--- src/design/link_regs_pkg.sv ---
/*
 * Package for the per-port link control and status register word.
 * Holds offsets, field positions, reset values and the carrier structs
 * shared by the register bank and its small default-store module.
 */
package link_regs_pkg;

    // Register word address (control in low half, status in high half)
    localparam logic [11:0] link_word_offset = 12'h0d0;

    // Control field positions
    localparam int power_entry_lsb = 0;
    localparam int completion_boundary_bit = 3;
    localparam int link_disable_bit = 4;
    localparam int retrain_bit = 5;
    localparam int common_clock_bit = 6;
    localparam int extended_sync_bit = 7;
    localparam int autonomous_width_bit = 9;
    localparam int spare_ctl_lo_bit = 10;
    localparam int spare_ctl_hi_bit = 11;

    // Status field positions
    localparam int speed_lsb = 16;
    localparam int width_lsb = 20;
    localparam int training_error_bit = 26;
    localparam int link_training_bit = 27;
    localparam int slot_clock_bit = 28;
    localparam int link_active_bit = 29;

    // Power-state entry encodings
    localparam logic [1:0] power_entry_off = 2'h0;
    localparam logic [1:0] power_entry_l0s = 2'h1;
    localparam logic [1:0] power_entry_l1 = 2'h2;
    localparam logic [1:0] power_entry_both = 2'h3;

    // Reset values of status fields
    localparam logic [3:0] speed_reset = 4'h2;
    localparam logic [5:0] width_reset = 6'h01;

    // Ordered-set counts for extended synchronisation
    localparam logic [12:0] fts_count_extended = 13'h1000;
    localparam logic [12:0] ts1_count_extended = 13'h0400;

    // Status reported by the training machine
    typedef struct packed {
        logic [3:0] speed;
        logic [5:0] width;
        logic training_failed;
        logic training_done;
        logic training_active;
        logic dl_active;
    } ltssm_status_type;

    // Control outputs towards the training machine
    typedef struct packed {
        logic [1:0] power_entry;
        logic rx_l0s_allowed;
        logic link_disable;
        logic retrain_pulse;
        logic common_clock;
        logic extended_sync;
        logic autonomous_width_off;
        logic [12:0] fts_count;
        logic [12:0] ts1_count;
    } link_ctl_type;

    // Management / configuration-memory load of loadable defaults
    typedef struct packed {
        logic load;
        logic slot_clock;
    } default_load_type;

endpackage : link_regs_pkg

--- src/design/switch_port_link_control_status.sv ---
/*
 * Link control and link status register word for one switch port, APB slave.
 * Assumes the training machine supplies status levels synchronous to clk,
 * and that the upstream/downstream role is a constant tie-off.
 */
// Contract
// Power entry field encodes four modes, resets off
// Receiver may enter L0s even when off
// Completion boundary bit always reads zero
// Link disable only at downstream ports
// Retrain request only at downstream ports
// Retrain bit always reads back zero
// Common clock bit stored, resets zero
// Extended sync selects 4096 FTS, 1024 TS1
// Bits 10, 11 writable downstream only
// Speed field reports negotiated speed, resets 0010b
// Width field reports trained width, resets x1
// Training error set on fail, cleared at L0
// Training bit high while training runs
// Slot clock bit reset from strap input
// Slot clock default overridable by management load
// Link active bit mirrors data link active
// Read-only writes ignored, reserved reads zero
// Loadable defaults changeable after reset
`timescale 1ns/1ps
module switch_port_link_control_status
    import link_regs_pkg::*;
(
    input wire logic clk,                          // 100 MHz clock
    input wire logic reset_n,                      // Async reset, active low
    input wire logic is_downstream,                // Port role, constant
    input wire logic slot_clock_strap,             // Slot clock strap pin
    input wire default_load_type default_load,     // Management default load
    input wire ltssm_status_type ltssm_status,     // Training machine status
    input wire logic psel,                         // APB select
    input wire logic penable,                      // APB enable
    input wire logic pwrite,                       // APB direction
    input wire logic [11:0] paddr,                 // APB byte address
    input wire logic [31:0] pwdata,                // APB write data
    input wire logic [3:0] pstrb,                  // APB byte strobes
    output logic pready,                           // APB ready
    output logic [31:0] prdata,                    // APB read data
    output logic pslverr,                          // APB error, unmapped
    output link_ctl_type link_ctl                  // Controls to training
);

    ////////////////////////////////////////////////////////////////////////
    // State

    logic [1:0] power_entry;
    logic link_disable;
    logic common_clock;
    logic extended_sync;
    logic autonomous_width;
    logic [1:0] spare_ctl;
    logic [3:0] speed;
    logic [5:0] width;
    logic training_error;
    logic link_training;
    logic link_active;
    logic slot_clock;

    logic [1:0] next_power_entry;
    logic next_link_disable;
    logic next_common_clock;
    logic next_extended_sync;
    logic next_autonomous_width;
    logic [1:0] next_spare_ctl;
    logic [3:0] next_speed;
    logic [5:0] next_width;
    logic next_training_error;
    logic next_link_training;
    logic next_link_active;
    logic next_pready;
    logic [31:0] next_prdata;
    logic next_pslverr;
    link_ctl_type next_link_ctl;

    logic access;
    logic hit;
    logic wr_lo;
    logic wr_hi;
    logic [31:0] read_word;

    ////////////////////////////////////////////////////////////////////////
    // Loadable slot clock default

    // strap default
    // management override
    // after-reset load
    slot_clock_store u_slot_clock (
        .clk(clk),
        .reset_n(reset_n),
        .strap(slot_clock_strap),
        .load_in(default_load),
        .slot_clock(slot_clock)
    );

    ////////////////////////////////////////////////////////////////////////
    // Bus decode; access phase takes one wait state, answer registered

    assign access = psel && penable && !pready;
    assign hit = (paddr == link_word_offset);
    assign wr_lo = access && hit && pwrite && pstrb[0];
    assign wr_hi = access && hit && pwrite && pstrb[1];

    // Read image of the whole word
    always_comb begin
        read_word = 32'h0000_0000;
        // reserved reads zero
        read_word[power_entry_lsb +: 2] = power_entry;
        // boundary reads zero
        read_word[completion_boundary_bit] = 1'b0;
        read_word[link_disable_bit] = link_disable;
        // retrain reads zero
        read_word[retrain_bit] = 1'b0;
        read_word[common_clock_bit] = common_clock;
        read_word[extended_sync_bit] = extended_sync;
        read_word[autonomous_width_bit] = autonomous_width;
        read_word[spare_ctl_lo_bit] = spare_ctl[0];
        read_word[spare_ctl_hi_bit] = spare_ctl[1];
        read_word[speed_lsb +: 4] = speed;
        read_word[width_lsb +: 6] = width;
        read_word[training_error_bit] = training_error;
        read_word[link_training_bit] = link_training;
        read_word[slot_clock_bit] = slot_clock;
        read_word[link_active_bit] = link_active;
    end

    ////////////////////////////////////////////////////////////////////////
    // Control fields

    always_comb begin
        next_power_entry = power_entry;
        next_link_disable = link_disable;
        next_common_clock = common_clock;
        next_extended_sync = extended_sync;
        next_autonomous_width = autonomous_width;
        next_spare_ctl = spare_ctl;
        if (wr_lo) begin
            // power entry write
            next_power_entry = pwdata[power_entry_lsb +: 2];
            // downstream only disable
            next_link_disable = is_downstream & pwdata[link_disable_bit];
            // common clock store
            next_common_clock = pwdata[common_clock_bit];
            // extended sync store
            next_extended_sync = pwdata[extended_sync_bit];
        end
        if (wr_hi) begin
            next_autonomous_width = pwdata[autonomous_width_bit];
            // downstream writable pair
            next_spare_ctl = is_downstream ? pwdata[spare_ctl_hi_bit:spare_ctl_lo_bit] : 2'h0;
        end
    end

    // Control fields registered; a reset leaves every link feature off
    always_ff @(posedge clk or negedge reset_n) begin
        if (!reset_n) begin
            // resets to off
            power_entry <= power_entry_off;
            link_disable <= 1'b0;
            common_clock <= 1'b0;
            extended_sync <= 1'b0;
            autonomous_width <= 1'b0;
            spare_ctl <= 2'h0;
        end else begin
            power_entry <= next_power_entry;
            link_disable <= next_link_disable;
            common_clock <= next_common_clock;
            extended_sync <= next_extended_sync;
            autonomous_width <= next_autonomous_width;
            spare_ctl <= next_spare_ctl;
        end
    end

    ////////////////////////////////////////////////////////////////////////
    // Status fields tracking the training machine

    always_comb begin
        // negotiated speed
        next_speed = ltssm_status.speed;
        // negotiated width
        next_width = ltssm_status.width;
        // training in progress
        next_link_training = ltssm_status.training_active;
        // data link active
        next_link_active = ltssm_status.dl_active;
        // fail sets, L0 clears; fail wins on a tie
        next_training_error = training_error;
        if (ltssm_status.training_done) begin
            next_training_error = 1'b0;
        end
        if (ltssm_status.training_failed) begin
            next_training_error = 1'b1;
        end
    end

    // Status registered; the one-cycle lag keeps reads glitch-free
    always_ff @(posedge clk or negedge reset_n) begin
        if (!reset_n) begin
            // speed reset
            speed <= speed_reset;
            // width reset
            width <= width_reset;
            training_error <= 1'b0;
            link_training <= 1'b0;
            link_active <= 1'b0;
        end else begin
            speed <= next_speed;
            width <= next_width;
            training_error <= next_training_error;
            link_training <= next_link_training;
            link_active <= next_link_active;
        end
    end

    ////////////////////////////////////////////////////////////////////////
    // Bus answer and control outputs

    always_comb begin
        next_pready = access;
        next_pslverr = access && !hit;
        // read-only writes ignored
        next_prdata = (access && hit && !pwrite) ? read_word : 32'h0000_0000;
        next_link_ctl.power_entry = next_power_entry;
        // L0s receive always allowed
        next_link_ctl.rx_l0s_allowed = 1'b1;
        next_link_ctl.link_disable = next_link_disable;
        // downstream only retrain pulse
        next_link_ctl.retrain_pulse = wr_lo && is_downstream && pwdata[retrain_bit];
        next_link_ctl.common_clock = next_common_clock;
        next_link_ctl.extended_sync = next_extended_sync;
        next_link_ctl.autonomous_width_off = next_autonomous_width;
        // ordered-set counts
        next_link_ctl.fts_count = next_extended_sync ? fts_count_extended : 13'h0000;
        next_link_ctl.ts1_count = next_extended_sync ? ts1_count_extended : 13'h0000;
    end

    // Bus answer and controls registered; controls reach the training machine together
    always_ff @(posedge clk or negedge reset_n) begin
        if (!reset_n) begin
            pready <= 1'b0;
            prdata <= 32'h0000_0000;
            pslverr <= 1'b0;
            link_ctl <= '0;
        end else begin
            pready <= next_pready;
            prdata <= next_prdata;
            pslverr <= next_pslverr;
            link_ctl <= next_link_ctl;
        end
    end

endmodule : switch_port_link_control_status

--- src/design/slot_clock_store.sv ---
/*
 * Holds the loadable slot clock default.
 * Assumes the strap is stable around reset release; a later management
 * or configuration-memory load overrides the strapped value.
 */
`timescale 1ns/1ps
module slot_clock_store
    import link_regs_pkg::*;
(
    input wire logic clk,                    // System clock
    input wire logic reset_n,                // Async reset, active low
    input wire logic strap,                  // Slot clock strap level
    input wire default_load_type load_in,    // Override from management path
    output logic slot_clock                  // Current slot clock default
);

    logic captured;
    logic next_captured;
    logic next_slot_clock;

    // Strap caught on the first clock after release; a load wins over it, on that clock too
    always_comb begin
        next_captured = 1'b1;
        next_slot_clock = slot_clock;
        if (!captured) begin
            next_slot_clock = strap;
        end
        if (load_in.load) begin
            next_slot_clock = load_in.slot_clock;
        end
    end

    always_ff @(posedge clk or negedge reset_n) begin
        if (!reset_n) begin
            captured <= 1'b0;
            slot_clock <= 1'b0;
        end else begin
            captured <= next_captured;
            slot_clock <= next_slot_clock;
        end
    end

endmodule : slot_clock_store

--- config.mk ---
export PLATFORM = sky130hd
export DESIGN_NAME = switch_port_link_control_status
export DESIGN_NICKNAME = d
export VERILOG_FILES = /design/src/design/link_regs_pkg.sv /design/src/design/switch_port_link_control_status.sv /design/src/design/slot_clock_store.sv
export SDC_FILE = /design/constraint.sdc
export NUM_CORES = 1
export LEC_CHECK = 0
export ABC_AREA = 1
export BUFFER_PORTS_ARGS = -buffer_cell sky130_fd_sc_hd__buf_2
export CAP_MARGIN = 20
export CORE_MARGIN = 8
export CORE_UTILIZATION = 45
export CTS_BUF_LIST = sky130_fd_sc_hd__clkbuf_8 sky130_fd_sc_hd__clkbuf_16
export CTS_CLUSTER_DIAMETER = 50
export DETAILED_ROUTE_END_ITERATION = 12
export HOLD_SLACK_MARGIN = 0.12
export PLACE_DENSITY_LB_ADDON = 0.2
export SYNTH_ARGS = -nofsm -noshare
export SYNTH_HDL_FRONTEND = slang
export SYNTH_SLANG_ARGS = --single-unit
export TNS_END_PERCENT = 20
--- constraint.sdc ---
create_clock -name clk -period 2.3 [get_ports clk]
set_input_delay 0.345 -clock clk [delete_from_list [all_inputs] [get_ports clk]]
set_output_delay 0.345 -clock clk [all_outputs]
set_load 0.005 [all_outputs]
==> results.sh, run 1 <==
export IMPL_vias=1359
export IMPL_hold_buffers=0
export IMPL_dieArea_um2=7400
export IMPL_synth_area_leaders="dfrtp_1, buf_4, nor2_4"
export IMPL_swShare=0.224
export IMPL_cap_violations=0
export IMPL_path_class="flip-flop to flip-flop"
export IMPL_yosysTopAreaCellShare=0.522
export IMPL_p_seq_frac=0.588
export IMPL_wl_per_cell_um=11.2
export IMPL_dpl_hpwl_um=3140
export IMPL_layout_drive_gt1_share=0.417
export IMPL_clock_skew_final_ps=5.86
export IMPL_dp_cells=342
export IMPL_cts_buffer_depth=2
export IMPL_netlist_area_um2=2210
export IMPL_routed_wl_um=3920
export IMPL_critical_path_arrival_ps=1700
export IMPL_rsz0062_at_grt="false"
export IMPL_max_clock_freq_mhz=671
export IMPL_root_buffer="clkbuf_8"
export IMPL_finalHoldViolCount=0
export IMPL_worstPathMaxFanout=22
export IMPL_ys_ff_latch=48
export IMPL_max_vdd_ir_drop_mv=0.197
export IMPL_hold_path_class="primary input to asynchronous set/reset pin"
export IMPL_drv_slew=0
export IMPL_cts_resized=0
export IMPL_end_kind="flip-flop"
export IMPL_fillers=439
export IMPL_fin_nets=353
export IMPL_finalInstanceArea_um2=2570
export IMPL_cts_buffers=5
export IMPL_htree_levels=2
export IMPL_grt_pass1_wl_um=6530
export IMPL_tritoncts="yes"
export IMPL_clk_insertion_delay_late_ps=290
export IMPL_avgSynthCellArea_um2=10.8
export IMPL_grt_ovfl_total=0
export IMPL_yosysTopAreaCell="dfrtp_1"
export IMPL_drt_iter0_markers=62
export IMPL_grt_pass1_vias=1523
export IMPL_area_growth_pct=16.3
export IMPL_viasPerCell=3.88
export IMPL_grt_max_degree=40
export IMPL_worst_slew_pin_slew_ps=823
export IMPL_switchingPower_w=0.000330
export IMPL_die_w_um=86.0
export IMPL_setup_violations=0
export IMPL_ios=139
export IMPL_comb_power_share=0.075
export IMPL_synth_warnings=0
export IMPL_fin_setup_tns_ps=0
export IMPL_seq_area_frac_synth=0.546
export IMPL_portBuffers=79
export IMPL_p_int_w=0.00114
export IMPL_ant_nets=0
export IMPL_finalNonFillerCells=350
export IMPL_core_area_um2=4720
export IMPL_outcome="complete, no violations"
export IMPL_rrSetupSlack_ps=810
export IMPL_r2r_end="prdata[19]"
export IMPL_r2r_cells=5
export IMPL_drc=0
export IMPL_cts_sinks=48
export IMPL_slew_headroom=0.451
export IMPL_p_per_area_nw_per_um2=573
export IMPL_r2r_start="pready"
export IMPL_n_antenna_cell=0
export IMPL_yosys_cell_types_count=19
export IMPL_clockPowerShare=0.337
export IMPL_postCtsSetupBuffers=0
export IMPL_p_leak_nw=1.51
export IMPL_grt_total_usage=0.111
export IMPL_std_cell_rows=25
export IMPL_clk_pin_slew_ps=80
export IMPL_utilization=0.543
export IMPL_die_y_um=86.0
export IMPL_finalCritPeriodShare=0.648
export IMPL_synth_cells=205
export IMPL_drtPass1Iterations=4
export IMPL_dpl_cell_area_um2=2470
export IMPL_initial_core_util=0.467
export IMPL_critPathRequiredTime_ps=2510
export IMPL_start_kind="flip-flop"
export IMPL_min_period_ps=1490
export IMPL_antenna_found_initial=0
export IMPL_gp_congestion=0.738
==> area by class of cell <==
cell class              instances  area, um^2  share of cell area
multi-input cells             109         636               0.248
well taps                      67        83.8              0.0327
repair buffers                 81         410               0.160
inverters                      37         139              0.0541
clock buffers                   6        82.6              0.0322
flip-flops and latches         48        1200               0.469
clock inverters                 2        11.3             0.00439
==> placed cells by master, fill, tap and decap left out, types with 4 or more instances in the layout <==
master and instances:
dfrtp_1 46, conb_1 35, clkbuf_8 6, nor2_1 6, nand4_1 10, nor2_2 4, nand2_1 28, buf_2 79
inv_1 37, nor2_4 20
==> cells in the mapped netlist (all sizes together) <==
cell type,instances
a211oi,1
buf,43
nand2,29
conb,2
clkbuf,1
dfrtp,46
a21o,1
o21bai,1
nand4,10
dfstp,2
nand3,1
inv,37
nor2,31
==> worst max path at each step <==
stage / start / end / slack, ps / cells past startpoint
after global routing: pready / prdata[29] / 690 / 5
after CTS: pready / prdata[19] / 800 / 5
after global placement: paddr[5] / prdata[29] / 680 / 8
final: pready / prdata[19] / 810 / 5
after detailed placement: paddr[5] / prdata[19] / 680 / 8
after floorplan: paddr[5] / prdata[7] / 1090 / 8
==> worst max-delay path: stages (launching register included) <==
cell	delay, ps
dfrtp_1	390
nor2_2	200
inv_2	100
nor2_8	180
nand2_4	350
nor2_1	190
==> state kept, by name, indices dropped and copies added, names as in the netlist <==
name,flops
link_active,1
prdata,22
pslverr,1
spare_ctl,2
link_training,1
width,6
u_slot_clock.slot_clock,1
link_ctl,7
speed,4
pready,1
training_error,1
u_slot_clock.captured,1
==> cell families after synthesis <==
kind of cell	Yosys count	share of synthesized area
buffers and inverters	81	0.222
AND/OR/NAND/NOR	71	0.218
flip-flops	48	0.546
other	2	0.00340
AO/OA/AOI/OAI	3	0.0102
==> power by group through the flow <==
stage / Combinational (W) / Clock, W / Sequential (W)
5_1_grt: 0.000128 / 0.000548 / 0.000867
3_3_place_gp: 0.000107 / 0 / 0.000881
3_5_place_dp: 0.000109 / 0 / 0.000882
2_1_floorplan: 0.0000875 / 0 / 0.000882
6_report: 0.000110 / 0.000496 / 0.000865
4_1_cts: 0.000110 / 0.000519 / 0.000865
==> metal layers <==
metal / global-route usage / vias up / part of all wire
li1: - / 680 / -
met1: 0.119 / 611 / 0.41
met2: 0.198 / 63 / 0.51
met3: 0.0248 / 5 / 0.061
met4: 0.0573 / 0 / 0.016
met5: 0 / - / 0
==> stage by stage <==
stage                     hold WS [ps]  power (W)  worst slack, ps
after floorplan                   49.4   0.000969             1090
after global placement             451   0.000988              681
after detailed placement           451   0.000992              682
after CTS                          137    0.00149              795
after global routing               136    0.00154              691
final                              141    0.00147              809
No activity file was read; power rests on OpenSTA's default activity.
==> inputs of run 2 (changes only) <==
Settings changed: CORE_UTILIZATION 45 to 42.
Clock period 2.3 ns to 1.4 ns, I/O delays scaled along.
==> run 2 against run 1 <==
Net effect: maximum frequency rose by 15%; via count up 4.9%; cell count rose by 5.4%; wire length up 4.7%; power grew 67%; critical endpoint unchanged; critical path depth increased by 1; combinational power grew 100%; sequential cell count is the same.
==> results.sh, run 2 (synthesized netlist as in run 1, its figures left out) <==
export IMPL_outcome="complete, no violations"
export IMPL_critical_path_arrival_ps=1520
export IMPL_initial_core_util=0.435
export IMPL_finalCritPeriodShare=0.928
export IMPL_grt_total_usage=0.110
export IMPL_grt_pass1_wl_um=6720
export IMPL_gp_congestion=0.766
export IMPL_clock_skew_final_ps=1.44
export IMPL_end_kind="flip-flop"
export IMPL_mostFrequentLayoutCell="buf_2"
export IMPL_antenna_found_initial=0
export IMPL_fin_nets=369
export IMPL_hold_path_class="primary input to flip-flop"
export IMPL_cts_buffer_depth=2
export IMPL_cts_buffers=5
export IMPL_drv_slew=0
export IMPL_max_vdd_ir_drop_mv=0.377
export IMPL_die_w_um=88.5
export IMPL_dieArea_um2=7830
export IMPL_slowest_delay_ps=390
export IMPL_cap_violations=0
export IMPL_grt_ovfl_total=0
export IMPL_clk_pin_slew_ps=80
export IMPL_p_leak_nw=1.58
export IMPL_rsz0062_at_grt="false"
export IMPL_vias=1426
export IMPL_drtPass1Iterations=4
export IMPL_largest_registers="prdata (22), link_ctl (7), width (6)"
export IMPL_root_buffer="clkbuf_8"
export IMPL_finalHoldViolCount=0
export IMPL_layout_drive_gt1_share=0.395
export IMPL_worstPathMaxFanout=22
export IMPL_grt_pass1_vias=1545
export IMPL_path_class="flip-flop to flip-flop"
export IMPL_routed_wl_um=4100
export IMPL_cts_sinks=48
export IMPL_drt_iter0_markers=21
export IMPL_htree_levels=2
export IMPL_ant_nets=0
export IMPL_n_antenna_cell=0
export IMPL_start_kind="flip-flop"
export IMPL_critPathTopFamily="simple AND/OR/NAND/NOR gates"
export IMPL_clk_insertion_delay_late_ps=290
export IMPL_crit_chain="nor2_2 -> inv_2 -> nor2_8 -> nand2_4 -> buf_12 -> nor2_1"
export IMPL_critPathSlowestCell="dfrtp_1"
export IMPL_std_cell_rows=26
export IMPL_critPathRequiredTime_ps=1620
export IMPL_drc=0
export IMPL_hold_ws_ps=137
export IMPL_critical_path_buf_inv_count=2
export IMPL_die_y_um=88.5
export IMPL_area_growth_pct=24.9
export IMPL_layout_common_cells="buf_2, dfrtp_1, inv_1"
export IMPL_wl_per_cell_um=11.1
export IMPL_setup_violations=0
export IMPL_ios=139
export IMPL_core_area_um2=5070
export IMPL_min_period_ps=1300
export IMPL_viasPerCell=3.86
export IMPL_p_per_area_nw_per_um2=892
export IMPL_largest_register="prdata"
export IMPL_max_clock_freq_mhz=770
export IMPL_cts_resized=0
export IMPL_fin_setup_tns_ps=0
export IMPL_tritoncts="yes"
export IMPL_largest_register_ff_count=22
export IMPL_portBuffers=79
export IMPL_grt_max_degree=49
export IMPL_dpl_hpwl_um=3160
-- run 2: power breakdown --
part / internal (W) / total [W] / switching [W]
Sequential: 0.00141 / 0.00142 / 0.00000767
Combinational: 0.0000986 / 0.000220 / 0.000121
Clock: 0.000394 / 0.000817 / 0.000423
-- run 2: cell type report --
cell class              count  area, um^2
inverters                  37         139
repair buffers             97         596
fillers                   479        2320
clock buffers               6        82.6
flip-flops and latches     48        1200
multi-input cells         109         636
well taps                  70        87.6
clock inverters             2        11.3
-- run 2: worst paths after layout --
path / slack (ps) / to / cells past startpoint / startpoint
setup / recovery: 100 / prdata[19] / 6 / pready
hold / removal: 140 / link_ctl[29] / 3 / pwdata[5]
setup reg to reg: 100 / prdata[19] / 6 / pready
hold reg to reg: 460 / pready / 1 / pready
max in group asynchronous: 690 / width[0] / 3 / reset_n
min in group asynchronous: 430 / pready / 3 / reset_n
-- run 2: worst min-delay path: stages --
cell,delay (ps)
buf_2,100
nand2_1,50
nor2_1,40
-- run 2: metrics by stage --
stage | utilization | total power [W] | std cells | instance area (um^2) | setup WS (ps)
final | 0.543 | 0.00246 | 369 | 2760 | 101
after global routing | 0.543 | 0.00260 | 369 | 2760 | 1.72
after CTS | 0.543 | 0.00250 | 369 | 2760 | 95.8
after detailed placement | 0.493 | 0.00163 | 345 | 2500 | 36.3
after global placement | 0.493 | 0.00163 | 345 | 2500 | 37.7
after floorplan | - | 0.00159 | 238 | 2330 | 231
-- run 2: timing repair --
action | in CTS | in global routing
buffers inserted | 0 | 0
endpoints found under the hold margin | 60 | 0
hold buffers | 16 | 0
-- run 2: routing by layer --
layer	vias to the layer above	GRT usage	share of wire
met1	642	0.126	0.40
met4	0	0.0553	0.023
met5	-	0	0
met3	7	0.0251	0.070
li1	712	-	-
met2	65	0.189	0.51
